`src/rtl/pgwl_pkg.sv`:
```
// pgwl_pkg: shared constants and types of the power-good and write-lock register bank.
// assumes a 200 MHz core clock and a serial two-wire host on the far side.
package pgwl_pkg;

    // register offsets
    localparam logic [7:0] PGWL_OFS_KEY    = 8'h0b;
    localparam logic [7:0] PGWL_OFS_STATUS = 8'h0c;
    localparam logic [7:0] PGWL_OFS_CFG    = 8'h0d;
    localparam logic [7:0] PGWL_OFS_BUCK1  = 8'h0e;

    // reset values
    localparam logic [7:0] PGWL_RST_KEY    = 8'h00;
    localparam logic [7:0] PGWL_RST_STATUS = 8'h00;
    localparam logic [7:0] PGWL_RST_CFG    = 8'h0c;
    localparam logic [7:0] PGWL_RST_BUCK1  = 8'h18;

    // the single code that opens one protected write
    localparam logic [7:0] PGWL_UNLOCK_KEY = 8'h7d;

    // config field positions and writable bits
    localparam int         PGWL_CFG_LIN_A_MASK = 3;
    localparam int         PGWL_CFG_LIN_B_MASK = 2;
    localparam int         PGWL_CFG_DLY_LSB    = 0;
    localparam logic [7:0] PGWL_CFG_WMASK      = 8'h0f;

    // status field positions
    localparam int PGWL_ST_LIN_C  = 6;
    localparam int PGWL_ST_LIN_D  = 5;
    localparam int PGWL_ST_BUCK_A = 4;
    localparam int PGWL_ST_BUCK_B = 3;
    localparam int PGWL_ST_BUCK_C = 2;
    localparam int PGWL_ST_LIN_A  = 1;
    localparam int PGWL_ST_LIN_B  = 0;

    // default bus address, arbitrary value
    localparam logic [6:0] PGWL_BUS_ADDR = 7'h2a;

    // delay timing
    localparam int PGWL_CLK_KHZ = 200000;
    localparam int PGWL_DLY0_MS = 20;
    localparam int PGWL_DLY1_MS = 100;
    localparam int PGWL_DLY2_MS = 200;
    localparam int PGWL_DLY3_MS = 400;
    localparam int PGWL_DLY_W   = 27;
    localparam logic [PGWL_DLY_W-1:0] PGWL_DLY0_CYC = PGWL_DLY_W'(PGWL_DLY0_MS * PGWL_CLK_KHZ);
    localparam logic [PGWL_DLY_W-1:0] PGWL_DLY1_CYC = PGWL_DLY_W'(PGWL_DLY1_MS * PGWL_CLK_KHZ);
    localparam logic [PGWL_DLY_W-1:0] PGWL_DLY2_CYC = PGWL_DLY_W'(PGWL_DLY2_MS * PGWL_CLK_KHZ);
    localparam logic [PGWL_DLY_W-1:0] PGWL_DLY3_CYC = PGWL_DLY_W'(PGWL_DLY3_MS * PGWL_CLK_KHZ);

    // rail good inputs, packed in status bit order 6..0
    typedef struct packed {
        logic linearCGood;
        logic linearDGood;
        logic buckAGood;
        logic buckBGood;
        logic buckCGood;
        logic linearAGood;
        logic linearBGood;
    } pgwl_rails_s;

    // serial slave states, one-hot
    typedef enum logic [9:0] {
        PGWL_IDLE     = 10'h001,
        PGWL_ADDR     = 10'h002,
        PGWL_ADDR_ACK = 10'h004,
        PGWL_PTR      = 10'h008,
        PGWL_PTR_ACK  = 10'h010,
        PGWL_WDATA    = 10'h020,
        PGWL_WACK     = 10'h040,
        PGWL_RDATA    = 10'h080,
        PGWL_RACK     = 10'h100,
        PGWL_IGNORE   = 10'h200
    } pgwl_state_e;

endpackage

```
`src/rtl/pgwl_rails_ok_timer.sv`:
```
// pgwl_rails_ok_timer: qualifies the combined rail good level with a selectable delay.
// assumes allGood is already synchronous to core_clk.
`timescale 1ns/1ps
module pgwl_rails_ok_timer
    import pgwl_pkg::*;
#(
    parameter logic [PGWL_DLY_W-1:0] DLY0_CYC = PGWL_DLY0_CYC,
    parameter logic [PGWL_DLY_W-1:0] DLY1_CYC = PGWL_DLY1_CYC,
    parameter logic [PGWL_DLY_W-1:0] DLY2_CYC = PGWL_DLY2_CYC,
    parameter logic [PGWL_DLY_W-1:0] DLY3_CYC = PGWL_DLY3_CYC
) (
    input  wire logic       core_clk,
    input  wire logic       rst_b,
    input  wire logic       allGood,
    input  wire logic [1:0] delaySel,
    output logic            railsOk
);

    typedef struct packed {
        logic [PGWL_DLY_W-1:0] cnt;
        logic                  ok;
    } pgwl_tmr_s;

    pgwl_tmr_s stateFf;
    pgwl_tmr_s nxtState;

    // delay selection in ascending order
    function automatic logic [PGWL_DLY_W-1:0] delayCycles(input logic [1:0] sel);
        case (sel)
            2'h0:    delayCycles = DLY0_CYC;
            2'h1:    delayCycles = DLY1_CYC;
            2'h2:    delayCycles = DLY2_CYC;
            default: delayCycles = DLY3_CYC;
        endcase
    endfunction

    // rise after delay, fall at once
    always_comb begin
        nxtState = stateFf;
        if (!allGood) begin
            nxtState.cnt = '0;
            nxtState.ok  = 1'b0;
        end else if (!stateFf.ok) begin
            if (stateFf.cnt >= delayCycles(delaySel) - PGWL_DLY_W'(1)) begin
                nxtState.ok = 1'b1;
            end else begin
                nxtState.cnt = stateFf.cnt + PGWL_DLY_W'(1);
            end
        end
    end

    // state register
    always_ff @(posedge core_clk or negedge rst_b) begin
        if (!rst_b) begin
            stateFf <= '0;
        end else begin
            stateFf <= nxtState;
        end
    end

    assign railsOk = stateFf.ok; // straight from a flip-flop

endmodule

```
`src/rtl/pgwl_power_good_lock.sv`:
```
// pgwl_power_good_lock: two-wire register slave with the write-unlock key,
// rail good status, rail good config and the protected buck one control register.
// assumes scl/sda and rail flags arrive asynchronously; the pad resolves sda from sdaOe.
`timescale 1ns/1ps

// Function
// - key then next write opens one register
// - key clears after the following transaction
// - any other key value keeps lock
// - status bits 4..2 show buck regulation
// - status bits 1..0 show linear a, b
// - bits 6..5 linear c, d or switch
// - config bit 3 masks linear a
// - config bit 2 masks linear b
// - config bits 1..0 pick output delay
// - config and buck one need unlock
// - reserved bits read zero, ignore writes
module pgwl_power_good_lock
    import pgwl_pkg::*;
#(
    parameter logic [6:0]            BUS_ADDR = PGWL_BUS_ADDR,
    parameter logic [PGWL_DLY_W-1:0] DLY0_CYC = PGWL_DLY0_CYC,
    parameter logic [PGWL_DLY_W-1:0] DLY1_CYC = PGWL_DLY1_CYC,
    parameter logic [PGWL_DLY_W-1:0] DLY2_CYC = PGWL_DLY2_CYC,
    parameter logic [PGWL_DLY_W-1:0] DLY3_CYC = PGWL_DLY3_CYC
) (
    input  wire logic        core_clk,
    input  wire logic        rst_b,
    input  wire logic        sclIn,
    input  wire logic        sdaIn,
    output logic             sdaOut,
    output logic             sdaOe,
    input  wire pgwl_rails_s railGood,
    input  wire logic        loadSwitchA,
    input  wire logic        loadSwitchB,
    output logic             railsOkOutput,
    output logic [7:0]       buckOneControl
);

    // whole module state
    typedef struct packed {
        pgwl_state_e st;
        logic        sclSync1;
        logic        sclSync2;
        logic        sclDly;
        logic        sdaSync1;
        logic        sdaSync2;
        logic        sdaDly;
        logic [6:0]  railSync1;
        logic [6:0]  railSync2;
        logic [1:0]  lsSync1;
        logic [1:0]  lsSync2;
        logic [2:0]  bitCnt;
        logic [7:0]  shift;
        logic        byteDone;
        logic        readMode;
        logic        inTxn;
        logic [7:0]  ptr;
        logic        sdaDrive;
        logic        sdaLevel;
        logic [7:0]  unlockKeyField;
        logic        keyFresh;
        logic        keyPending;
        logic [7:0]  status;
        logic [7:0]  goodCfg;
        logic [7:0]  buckOne;
        logic        allGood;
    } pgwl_main_s;

    pgwl_main_s stateFf;
    pgwl_main_s nxtState;

    logic sclRise;
    logic sclFall;
    logic startSeen;
    logic stopSeen;
    logic unlocked;
    logic [7:0] rdByte;

    // register read decode
    function automatic logic [7:0] readReg(input pgwl_main_s s, input logic [7:0] ofs);
        case (ofs)
            PGWL_OFS_KEY:    readReg = s.unlockKeyField;
            PGWL_OFS_STATUS: readReg = s.status;
            PGWL_OFS_CFG:    readReg = s.goodCfg;
            PGWL_OFS_BUCK1:  readReg = s.buckOne;
            default:         readReg = 8'h00;
        endcase
    endfunction

    // protected register decode
    function automatic logic isProtected(input logic [7:0] ofs);
        isProtected = (ofs == PGWL_OFS_CFG) || (ofs == PGWL_OFS_BUCK1);
    endfunction

    // bus events seen on the second synchroniser stage
    assign sclRise   = stateFf.sclSync2 & ~stateFf.sclDly;
    assign sclFall   = ~stateFf.sclSync2 & stateFf.sclDly;
    assign startSeen = stateFf.sclSync2 & stateFf.sclDly & stateFf.sdaDly & ~stateFf.sdaSync2;
    assign stopSeen  = stateFf.sclSync2 & stateFf.sclDly & ~stateFf.sdaDly & stateFf.sdaSync2;

    // only the exact code, written in an earlier transaction, opens
    // every other key value stays locked
    assign unlocked = (stateFf.unlockKeyField == PGWL_UNLOCK_KEY) & stateFf.keyPending;

    // byte at the pointer, loaded into the shifter for a read
    assign rdByte = readReg(stateFf, stateFf.ptr);

    always_comb begin
        nxtState = stateFf;

        // pin synchronisers and edge history
        nxtState.sclSync1  = sclIn;
        nxtState.sclSync2  = stateFf.sclSync1;
        nxtState.sclDly    = stateFf.sclSync2;
        nxtState.sdaSync1  = sdaIn;
        nxtState.sdaSync2  = stateFf.sdaSync1;
        nxtState.sdaDly    = stateFf.sdaSync2;
        nxtState.railSync1 = railGood;
        nxtState.railSync2 = stateFf.railSync1;
        nxtState.lsSync1   = {loadSwitchA, loadSwitchB};
        nxtState.lsSync2   = stateFf.lsSync1;
        nxtState.sdaLevel  = 1'b0; // open drain, only the enable moves

        nxtState.status[PGWL_ST_BUCK_A] = stateFf.railSync2[PGWL_ST_BUCK_A];
        nxtState.status[PGWL_ST_BUCK_B] = stateFf.railSync2[PGWL_ST_BUCK_B];
        nxtState.status[PGWL_ST_BUCK_C] = stateFf.railSync2[PGWL_ST_BUCK_C];
        nxtState.status[PGWL_ST_LIN_A] = stateFf.railSync2[PGWL_ST_LIN_A];
        nxtState.status[PGWL_ST_LIN_B] = stateFf.railSync2[PGWL_ST_LIN_B];
        // linear c and d, good or switch
        nxtState.status[PGWL_ST_LIN_C] = stateFf.railSync2[PGWL_ST_LIN_C] | stateFf.lsSync2[1];
        nxtState.status[PGWL_ST_LIN_D] = stateFf.railSync2[PGWL_ST_LIN_D] | stateFf.lsSync2[0];
        nxtState.status[7] = 1'b0;

        nxtState.allGood = (&stateFf.status[6:2])
            & (stateFf.status[PGWL_ST_LIN_A] | stateFf.goodCfg[PGWL_CFG_LIN_A_MASK])
            & (stateFf.status[PGWL_ST_LIN_B] | stateFf.goodCfg[PGWL_CFG_LIN_B_MASK]);

        if (startSeen || stopSeen) begin
            // key ages out at the end of each transaction
            if (stateFf.inTxn) begin
                nxtState.keyPending = stateFf.keyFresh;
                nxtState.keyFresh   = 1'b0;
                if (stateFf.keyPending && !stateFf.keyFresh) begin
                    nxtState.unlockKeyField = PGWL_RST_KEY;
                end
            end
            nxtState.sdaDrive = 1'b0;
            nxtState.bitCnt   = 3'h0;
            nxtState.byteDone = 1'b0;
            nxtState.inTxn    = startSeen;
            nxtState.st       = startSeen ? PGWL_ADDR : PGWL_IDLE;
        end else begin
            case (stateFf.st)
                PGWL_IDLE, PGWL_IGNORE: begin
                    nxtState.sdaDrive = 1'b0;
                end
                PGWL_ADDR, PGWL_PTR, PGWL_WDATA: begin
                    // shift in one bit per rising clock
                    if (sclRise) begin
                        nxtState.shift  = {stateFf.shift[6:0], stateFf.sdaSync2};
                        nxtState.bitCnt = stateFf.bitCnt + 3'h1;
                        if (stateFf.bitCnt == 3'h7) begin
                            nxtState.byteDone = 1'b1;
                        end
                    end else if (sclFall && stateFf.byteDone) begin
                        nxtState.byteDone = 1'b0;
                        nxtState.bitCnt   = 3'h0;
                        nxtState.sdaDrive = 1'b1;
                        if (stateFf.st == PGWL_ADDR) begin
                            if (stateFf.shift[7:1] == BUS_ADDR) begin
                                nxtState.readMode = stateFf.shift[0];
                                nxtState.st       = PGWL_ADDR_ACK;
                            end else begin
                                nxtState.sdaDrive = 1'b0;
                                nxtState.st       = PGWL_IGNORE;
                            end
                        end else if (stateFf.st == PGWL_PTR) begin
                            nxtState.ptr = stateFf.shift;
                            nxtState.st  = PGWL_PTR_ACK;
                        end else begin
                            nxtState.ptr = stateFf.ptr + 8'h01;
                            nxtState.st  = PGWL_WACK;
                            if (stateFf.ptr == PGWL_OFS_KEY) begin
                                // key value stored, becomes live after this transaction
                                nxtState.unlockKeyField = stateFf.shift;
                                nxtState.keyFresh       = 1'b1;
                            end else if (isProtected(stateFf.ptr)) begin
                                if (unlocked) begin
                                    if (stateFf.ptr == PGWL_OFS_CFG) begin
                                        nxtState.goodCfg = stateFf.shift & PGWL_CFG_WMASK;
                                    end else begin
                                        nxtState.buckOne = stateFf.shift;
                                    end
                                    nxtState.unlockKeyField = PGWL_RST_KEY;
                                    nxtState.keyPending     = 1'b0;
                                end
                            end
                        end
                    end
                end
                PGWL_ADDR_ACK, PGWL_PTR_ACK, PGWL_WACK: begin
                    // release sda after the acknowledge clock; after a read address acknowledge, drive the first data bit instead
                    if (sclFall) begin
                        nxtState.sdaDrive = 1'b0;
                        if (stateFf.st == PGWL_ADDR_ACK && stateFf.readMode) begin
                            nxtState.shift    = rdByte;
                            nxtState.sdaDrive = ~rdByte[7];
                            nxtState.ptr      = stateFf.ptr + 8'h01;
                            nxtState.bitCnt   = 3'h0;
                            nxtState.st       = PGWL_RDATA;
                        end else if (stateFf.st == PGWL_ADDR_ACK) begin
                            nxtState.st = PGWL_PTR;
                        end else begin
                            nxtState.st = PGWL_WDATA;
                        end
                    end
                end
                PGWL_RDATA: begin
                    // present the next bit after each falling clock
                    if (sclFall) begin
                        if (stateFf.bitCnt == 3'h7) begin
                            nxtState.sdaDrive = 1'b0;
                            nxtState.byteDone = 1'b0;
                            nxtState.st       = PGWL_RACK;
                        end else begin
                            nxtState.shift    = {stateFf.shift[6:0], 1'b0};
                            nxtState.sdaDrive = ~stateFf.shift[6];
                            nxtState.bitCnt   = stateFf.bitCnt + 3'h1;
                        end
                    end
                end
                PGWL_RACK: begin
                    // host acknowledge decides whether another byte follows
                    if (sclRise) begin
                        if (stateFf.sdaSync2) begin
                            nxtState.st = PGWL_IGNORE;
                        end else begin
                            nxtState.byteDone = 1'b1;
                        end
                    end else if (sclFall && stateFf.byteDone) begin
                        nxtState.byteDone = 1'b0;
                        nxtState.shift    = rdByte;
                        nxtState.sdaDrive = ~rdByte[7];
                        nxtState.ptr      = stateFf.ptr + 8'h01;
                        nxtState.bitCnt   = 3'h0;
                        nxtState.st       = PGWL_RDATA;
                    end
                end
                default: begin
                    nxtState.sdaDrive = 1'b0;
                    nxtState.st       = PGWL_IDLE;
                end
            endcase
        end
    end

    // state register, constants only under reset
    always_ff @(posedge core_clk or negedge rst_b) begin
        if (!rst_b) begin
            stateFf                <= '0;
            stateFf.st             <= PGWL_IDLE;
            stateFf.sclSync1       <= 1'b1;
            stateFf.sclSync2       <= 1'b1;
            stateFf.sclDly         <= 1'b1;
            stateFf.sdaSync1       <= 1'b1;
            stateFf.sdaSync2       <= 1'b1;
            stateFf.sdaDly         <= 1'b1;
            stateFf.unlockKeyField <= PGWL_RST_KEY;
            stateFf.status         <= PGWL_RST_STATUS;
            stateFf.goodCfg        <= PGWL_RST_CFG;
            stateFf.buckOne        <= PGWL_RST_BUCK1;
        end else begin
            stateFf <= nxtState;
        end
    end

    pgwl_rails_ok_timer #(
        .DLY0_CYC (DLY0_CYC),
        .DLY1_CYC (DLY1_CYC),
        .DLY2_CYC (DLY2_CYC),
        .DLY3_CYC (DLY3_CYC)
    ) uRailsOkTimer (
        .core_clk (core_clk),
        .rst_b    (rst_b),
        .allGood  (stateFf.allGood),
        .delaySel (stateFf.goodCfg[PGWL_CFG_DLY_LSB +: 2]),
        .railsOk  (railsOkOutput)
    );

    // outputs straight from flip-flops
    assign sdaOut         = stateFf.sdaLevel;
    assign sdaOe          = stateFf.sdaDrive;
    assign buckOneControl = stateFf.buckOne;

endmodule

```
`config.mk`:
```
export PLATFORM = sky130hd
export DESIGN_NAME = pgwl_power_good_lock
export DESIGN_NICKNAME = d
export VERILOG_FILES = /design/src/rtl/pgwl_pkg.sv /design/src/rtl/pgwl_rails_ok_timer.sv /design/src/rtl/pgwl_power_good_lock.sv
export SDC_FILE = /design/constraint.sdc
export NUM_CORES = 1
export LEC_CHECK = 0
export ABC_AREA = 1
export BUFFER_PORTS_ARGS = -buffer_cell sky130_fd_sc_hd__buf_2
export CORE_ASPECT_RATIO = 0.8
export CORE_MARGIN = 2
export CORE_UTILIZATION = 44
export CTS_CLUSTER_SIZE = 20
export DETAILED_ROUTE_END_ITERATION = 7
export PLACE_DENSITY_LB_ADDON = 0.25
export SLEW_MARGIN = 20
export SYNTH_ARGS = -nofsm -noshare
export SYNTH_HDL_FRONTEND = slang
export SYNTH_HIERARCHICAL = 1
export SYNTH_SLANG_ARGS = --single-unit
```
`constraint.sdc`:
```
create_clock -name core_clk -period 2.68 [get_ports core_clk]
set_input_delay 0.134 -clock core_clk [delete_from_list [all_inputs] [get_ports core_clk]]
set_output_delay 0.134 -clock core_clk [all_outputs]
set_load 0.02 [all_outputs]
```
; After elaboration in Yosys (flattened, before gate mapping)
; Cells that the tools add are included.
[op_classes]
add_sub_neg = 4
order_cmp = 1
eq_ne = 52
n_mux = 75
bitwise_logic = 26
n_reduce_logical = 35
[ops]
columns = op, n
row1 = two-way mux 10 bit, 19
row2 = two-way mux 27 bit, 3
row3 = one-hot mux 27 bit (3 select lines), 1
row4 = two-way mux 28 bit, 2
row5 = two-way mux 8 bit, 7
row6 = two-way mux 9 bit, 6
row7 = one-hot mux 10 bit (5 select lines), 1
row8 = two-way mux 11 bit, 4
row9 = one-hot mux 11 bit (4 select lines), 1
row10 = AND reduction 9 bit, 4
row11 = "inequality test 2 bit, second input constant", 17
row12 = "== test 8 x 4 -> 1 bit, second input constant", 4
row13 = one-hot mux 8 bit (4 select lines), 1
row14 = "adder 27 x 1 -> 27 bit, second input constant", 1
row15 = >= comparator 27 bit, 1
row16 = "inequality test 3 bit, second input constant", 9
row17 = "subtractor 27 x 1 -> 27 bit, second input constant", 1
row18 = two-way mux 12 bit, 2
row19 = one-hot mux 8 bit (3 select lines), 1
row20 = "inequality test 4 bit, second input constant", 5
row21 = AND reduction 10 bit, 2
row22 = two-way mux 1 bit, 18
row23 = AND reduction 8 bit, 2
row24 = AND reduction 7 bit, 2
row25 = 40 further kinds, 79
[word_totals]
register_bits = 115
in_bits = 13
output_inout_bits = 11
elab_cells = 220

; Longest topological paths before layout
[logic_depth]
word_depth = 11
ltp_mapped = 16

; By module
; Netlist, hierarchy kept.
[by_module_without_submodules]
columns = mod, instances, cells_per_inst, area_per_inst_um2, seq_area_each_um2
row1 = pgwl_power_good_lock, 1, 621, 4847.1, 2190.9
row2 = pgwl_rails_ok_timer, 1, 438, 2829.0, 700.7

; Worst setup path after synthesis
; OpenSTA, ideal clock, no wires.
[synth_path]
path_kind = register to register
start = register stateFf[9] in the netlist's numbering
end = register uRailsOkTimer/stateFf[3] in the netlist's numbering
arrival_ps = 2071
t_required_ps = 2562
path_slack_ps = 491
path_stages_with_launch = 16
synth_period_minus_slack_ps = 2189
path_cell_list = dfrtp_1 inv_1 ha_1 o21ai_0 ha_1 nand2_1 nand2_1 nand2_1 nand2_1 nand2_1 nand2_1 a21oi_4 nand2_8 buf_12 nand3_1 nand2_1
[synth_via]
elab_chain_len = 8
elab_cells_between_ends = 10
classes_between = 1 x add/sub / 1 x order compare / 3 x eq/ne / 3 x mux / 2 x reduce/logical
[synth_rtl]
columns = element, line
row1 = from (decl), pgwl_power_good_lock.sv:70  ; pgwl_main_s stateFf;
row2 = from (signal assigned), pgwl_power_good_lock.sv:274  ; stateFf <= nxtState;
row3 = == test 2 bit (tied with other cells), pgwl_rails_ok_timer.sv:29  ; case (sel)
row4 = one-hot mux 27 bit (3 select lines) *, pgwl_rails_ok_timer.sv:29
row5 = two-way mux 27 bit *, pgwl_rails_ok_timer.sv:43  ; end else if (!stateFf.ok) begin
row6 = two-way mux 27 bit *, pgwl_rails_ok_timer.sv:40  ; if (!allGood) begin
row7 = subtractor 27 x 1 -> 27 bit *, pgwl_rails_ok_timer.sv:44  ; if (stateFf.cnt >= delayCycles(delaySel) - PGWL_DLY_W'(1)) begin
row8 = >= comparator 27 bit *, pgwl_rails_ok_timer.sv:44
row9 = inequality test 2 bit (no source line) *, --
row10 = AND reduction 2 bit (no source line) *, --
row11 = to (signal assigned), pgwl_rails_ok_timer.sv:57  ; stateFf <= nxtState;
row12 = to (decl), pgwl_rails_ok_timer.sv:24  ; pgwl_tmr_s stateFf;
; Every way passes the cells marked *; elsewhere a longest branch is shown, timed or not. The select of a mux whose other input is x is not followed.
; A chain may end at the register's enable or synchronous reset.

; Final worst setup path
[layout_path]
start = register stateFf[10] in the netlist's numbering
end = register uRailsOkTimer/stateFf[25] in the netlist's numbering
; The elaborated chain is that of the path after synthesis.

==> flow_summary_export.csv <==
group,metric,value,unit
setup_path,path_common_cell,"nand2_1",
setup_path,slowest_delay,460,ps
floorplanning,dieArea,18530,sq um
setup_path,r2r_end,"uRailsOkTimer/stateFf[25]",
floorplanning,coreArea,17220,sq um
sta,period_share,91.83,%
sta,setup-violations-final,0,
logic_synthesis,synth_warnings,6,
route,wirelength,19800,um
logic_synthesis,synth_cell_type_count,42,
logic_synthesis,synth_fp_nets,1105,
sta,worst_pin_slew,569.4,ps
cts,clockBufferDepth,2,
global_routing,grt_pass1_vias,6331,
sta,fmax,0.4063,GHz
pwr,finalPower,5.898,mW
floorplanning,rows,43,
cts,cts-root-buf,"clkbuf_16",
final_layout,final_cell_area,8785,sq um
logic_synthesis,ys_top_cells_by_count,"nand2_1, nand3_1, nor2_1, inv_1, dfrtp_1",
logic_synthesis,synthTopCellsByArea,"dfrtp_1, nand2_1, nand3_1",
floorplanning,die_y,122.1,um
global_routing,gr-total-overflow,0,
route,wl_per_cell,14.86,um
cts,clk_pin_slew_worst_paths,60,ps
sta,slew_violations,0,
floorplanning,pin_count,24,
route,ant_nets,0,
logic_synthesis,syn-mean-instance-area,7.248,sq um
setup_path,endpoint_kind,"register",
setup_path,path_class,"reg2reg",
sta,final.setup_skew,8.437,ps
logic_synthesis,synth_top_cell_by_area,"dfrtp_1",
pwr,power.leakage,4.520,nW
route,vias,6841,
global_routing,antenna_found_initial,0,
cts,clock_latency,420,ps
route,drt_iter0_drc,620,
global_routing,grt_max_degree,47,
pwr,cellPowerDensity,671.4,nW/um^2
floorplanning,die_x,151.7,um
logic_synthesis,yosysSeqAreaShare,37.67,%
setup_path,startpoint,"stateFf[10]",
logic_synthesis,synth_edf_count,0,
logic_synthesis,synthFlopType,"dfrtp_1",
logic_synthesis,async_flop_share,100.0,%
cts,cts.sinks,115,
sta,timing.final.crit_period,2461,ps
setup_path,critical_path.cell_chain,"inv_1 > ha_1 > o21ai_1 > inv_1 > ha_1 > nand2_1 > nor2_1 > nand3_2 > nand2_2 > nand2_1 > nand2_2 > nand2_8 > nand2_8 > nand3_1 > nand2_1",
sta,hold_viol,0,
sta,rsz0062_at_grt,"no",
final_layout,syn2layout_area_growth,14.44,%
logic_synthesis,ys_ff_latch,115,
cts,h-tree-depth,4,
logic_synthesis,synth_top_area_share,33.90,%
global_routing,grt_pass1_wl,32640,um
logic_synthesis,yosysMostFrequentCell,"nand2_1",
setup_path,crit_required,3040,ps
floorplanning,initial_utilization,44.59,%
run,maxCapViolations,0,
placement,gp_congestion,0.9204,
setup_path,r2r_start,"stateFf[10]",
setup_path,r2r_setup_slack,220,ps
cts,numCtsBuffers,17,
route,drtPass1Iterations,5,
setup_path,worstRegToRegCells,15,
sta,relSlewSlack,62.04,%
final_layout,drive_gt1_share,15.54,%
placement,placed_area,7934,sq um
status,status,"completed",
setup_path,critPathMaxFanout,15,
final_layout,antenna_cells,0,
final_layout,fin_nets,1140,
setup_path,cp_num_buf_inv,2,
setup_path,cp.depth,15,
cts,cts_tree,"yes",
placement,dp_hpwl,14180,um
pwr,ir_worst_vdd,0.0003957,V
logic_synthesis,syn_inst,1059,
logic_synthesis,synthesis.area,7676,sq um
worst_hold_path,hp-class,"in2async",
setup_path,critPathLaunchType,"register",
setup_path,critPathArrivalTime,2820,ps
setup_path,cp_top_family,"simple AND/OR/NAND/NOR gates",
setup_path,slowest_stage,"dfrtp_1",
global_routing,grt_usage,22.56,%
route,via_per_inst,5.136,
placement,portBuffers,22,
sta,setup_tns,0,ps
route,route.detailed.drc,0,
-- cell families after synthesis --
kind of cell,after synthesis,synth area share (%)
AOI/OAI and AO/OA,74,5.624
xor gates and xnor gates,14,1.597
adders and majority gates,33,5.379
buffers and inverters,159,9.177
DFF,115,37.67
muxes,1,0.1304
other,1,0.04885
and+or+nand+nor,662,40.37
-- cell usage in the layout (no fill, tap or decap), drive strengths merged --
master         n
clkinvlp       4
mux2i          1
dlygate4sd3   12
dfrtp        104
nor3           8
xnor2          4
buf           34
inv          129
xor2          10
nand2        336
bufinv         5
nor2         142
clkbuf        19
dfstp         11
o211ai         1
o22ai          1
a21oi         10
nand4         29
ha            33
conb           1
nand3b         3
or2            4
nor3b          1
a21boi         1
o21bai         3
nand3        140
clkinv         3
a21o           1
o21ai         57
-- flip-flops by register name, indices dropped and copies added (netlist names) --
register               flops
sdaOe                      1
uRailsOkTimer/stateFf     27
nxtState                  18
buckOneControl             8
stateFf                   60
uRailsOkTimer/railsOk      1
-- cell type report --
class                      instances  area [sq um]
sequential                       115          2893
timing repair buffer              46         360.3
clock inverter                    13         203.9
multi-input combinational        786          4113
clock buffer                      19         452.9
inverter                         128         480.5
fill                            1661          8432
tap                              225         281.5
-- worst max path at each step --
stage                           endpoint
6_report       uRailsOkTimer/stateFf[25]
5_1_grt        uRailsOkTimer/stateFf[25]
4_1_cts        uRailsOkTimer/stateFf[23]
3_5_place_dp   uRailsOkTimer/stateFf[23]
3_3_place_gp   uRailsOkTimer/stateFf[22]
2_1_floorplan   uRailsOkTimer/stateFf[3]
-- metal layers --
layer / up-vias / track usage (%) / share of wire (%)
met1: 3177 / 35.71 / 52
met4: 0 / 5.324 / 0.88
li1: 3455 / - / -
met3: 17 / 4.382 / 6.1
met5: - / 0 / 0
met2: 192 / 31.28 / 41
-- metrics by stage --
step / hold slack [ps] / cells / setup WS, ps / util [%]
final: 248.1 / 1332 / 219.0 / 51.02
after global routing: 292.7 / 1332 / 37.66 / 51.02
after CTS: 248.6 / 1329 / 100.1 / 50.60
after detailed placement: 157.6 / 1285 / 133.8 / 46.08
after global placement: 157.3 / 1285 / 214.9 / 46.08
after floorplan: -161.6 / 1059 / 491.5 / -
-- power by group --
| group | total, mW | switching [mW] | internal [mW] |
|---|---|---|---|
| sequential | 2.13 | 0.222 | 1.91 |
| combinational | 1.23 | 0.833 | 0.395 |
| clock | 2.54 | 0.842 | 1.69 |
| total | 5.90 | 1.90 | 4.00 |
-- what timing repair did --
| item | in CTS | in global routing |
|---|---|---|
| buffers inserted | 0 | 2 |
| setup endpoints to repair | 0 | 27 |
| hold buffers | 12 | 0 |
| resized for setup | 0 | 5 |
| endpoints found under the hold margin | 48 | 0 |
Note: power is estimated with default switching activity, not from simulation.
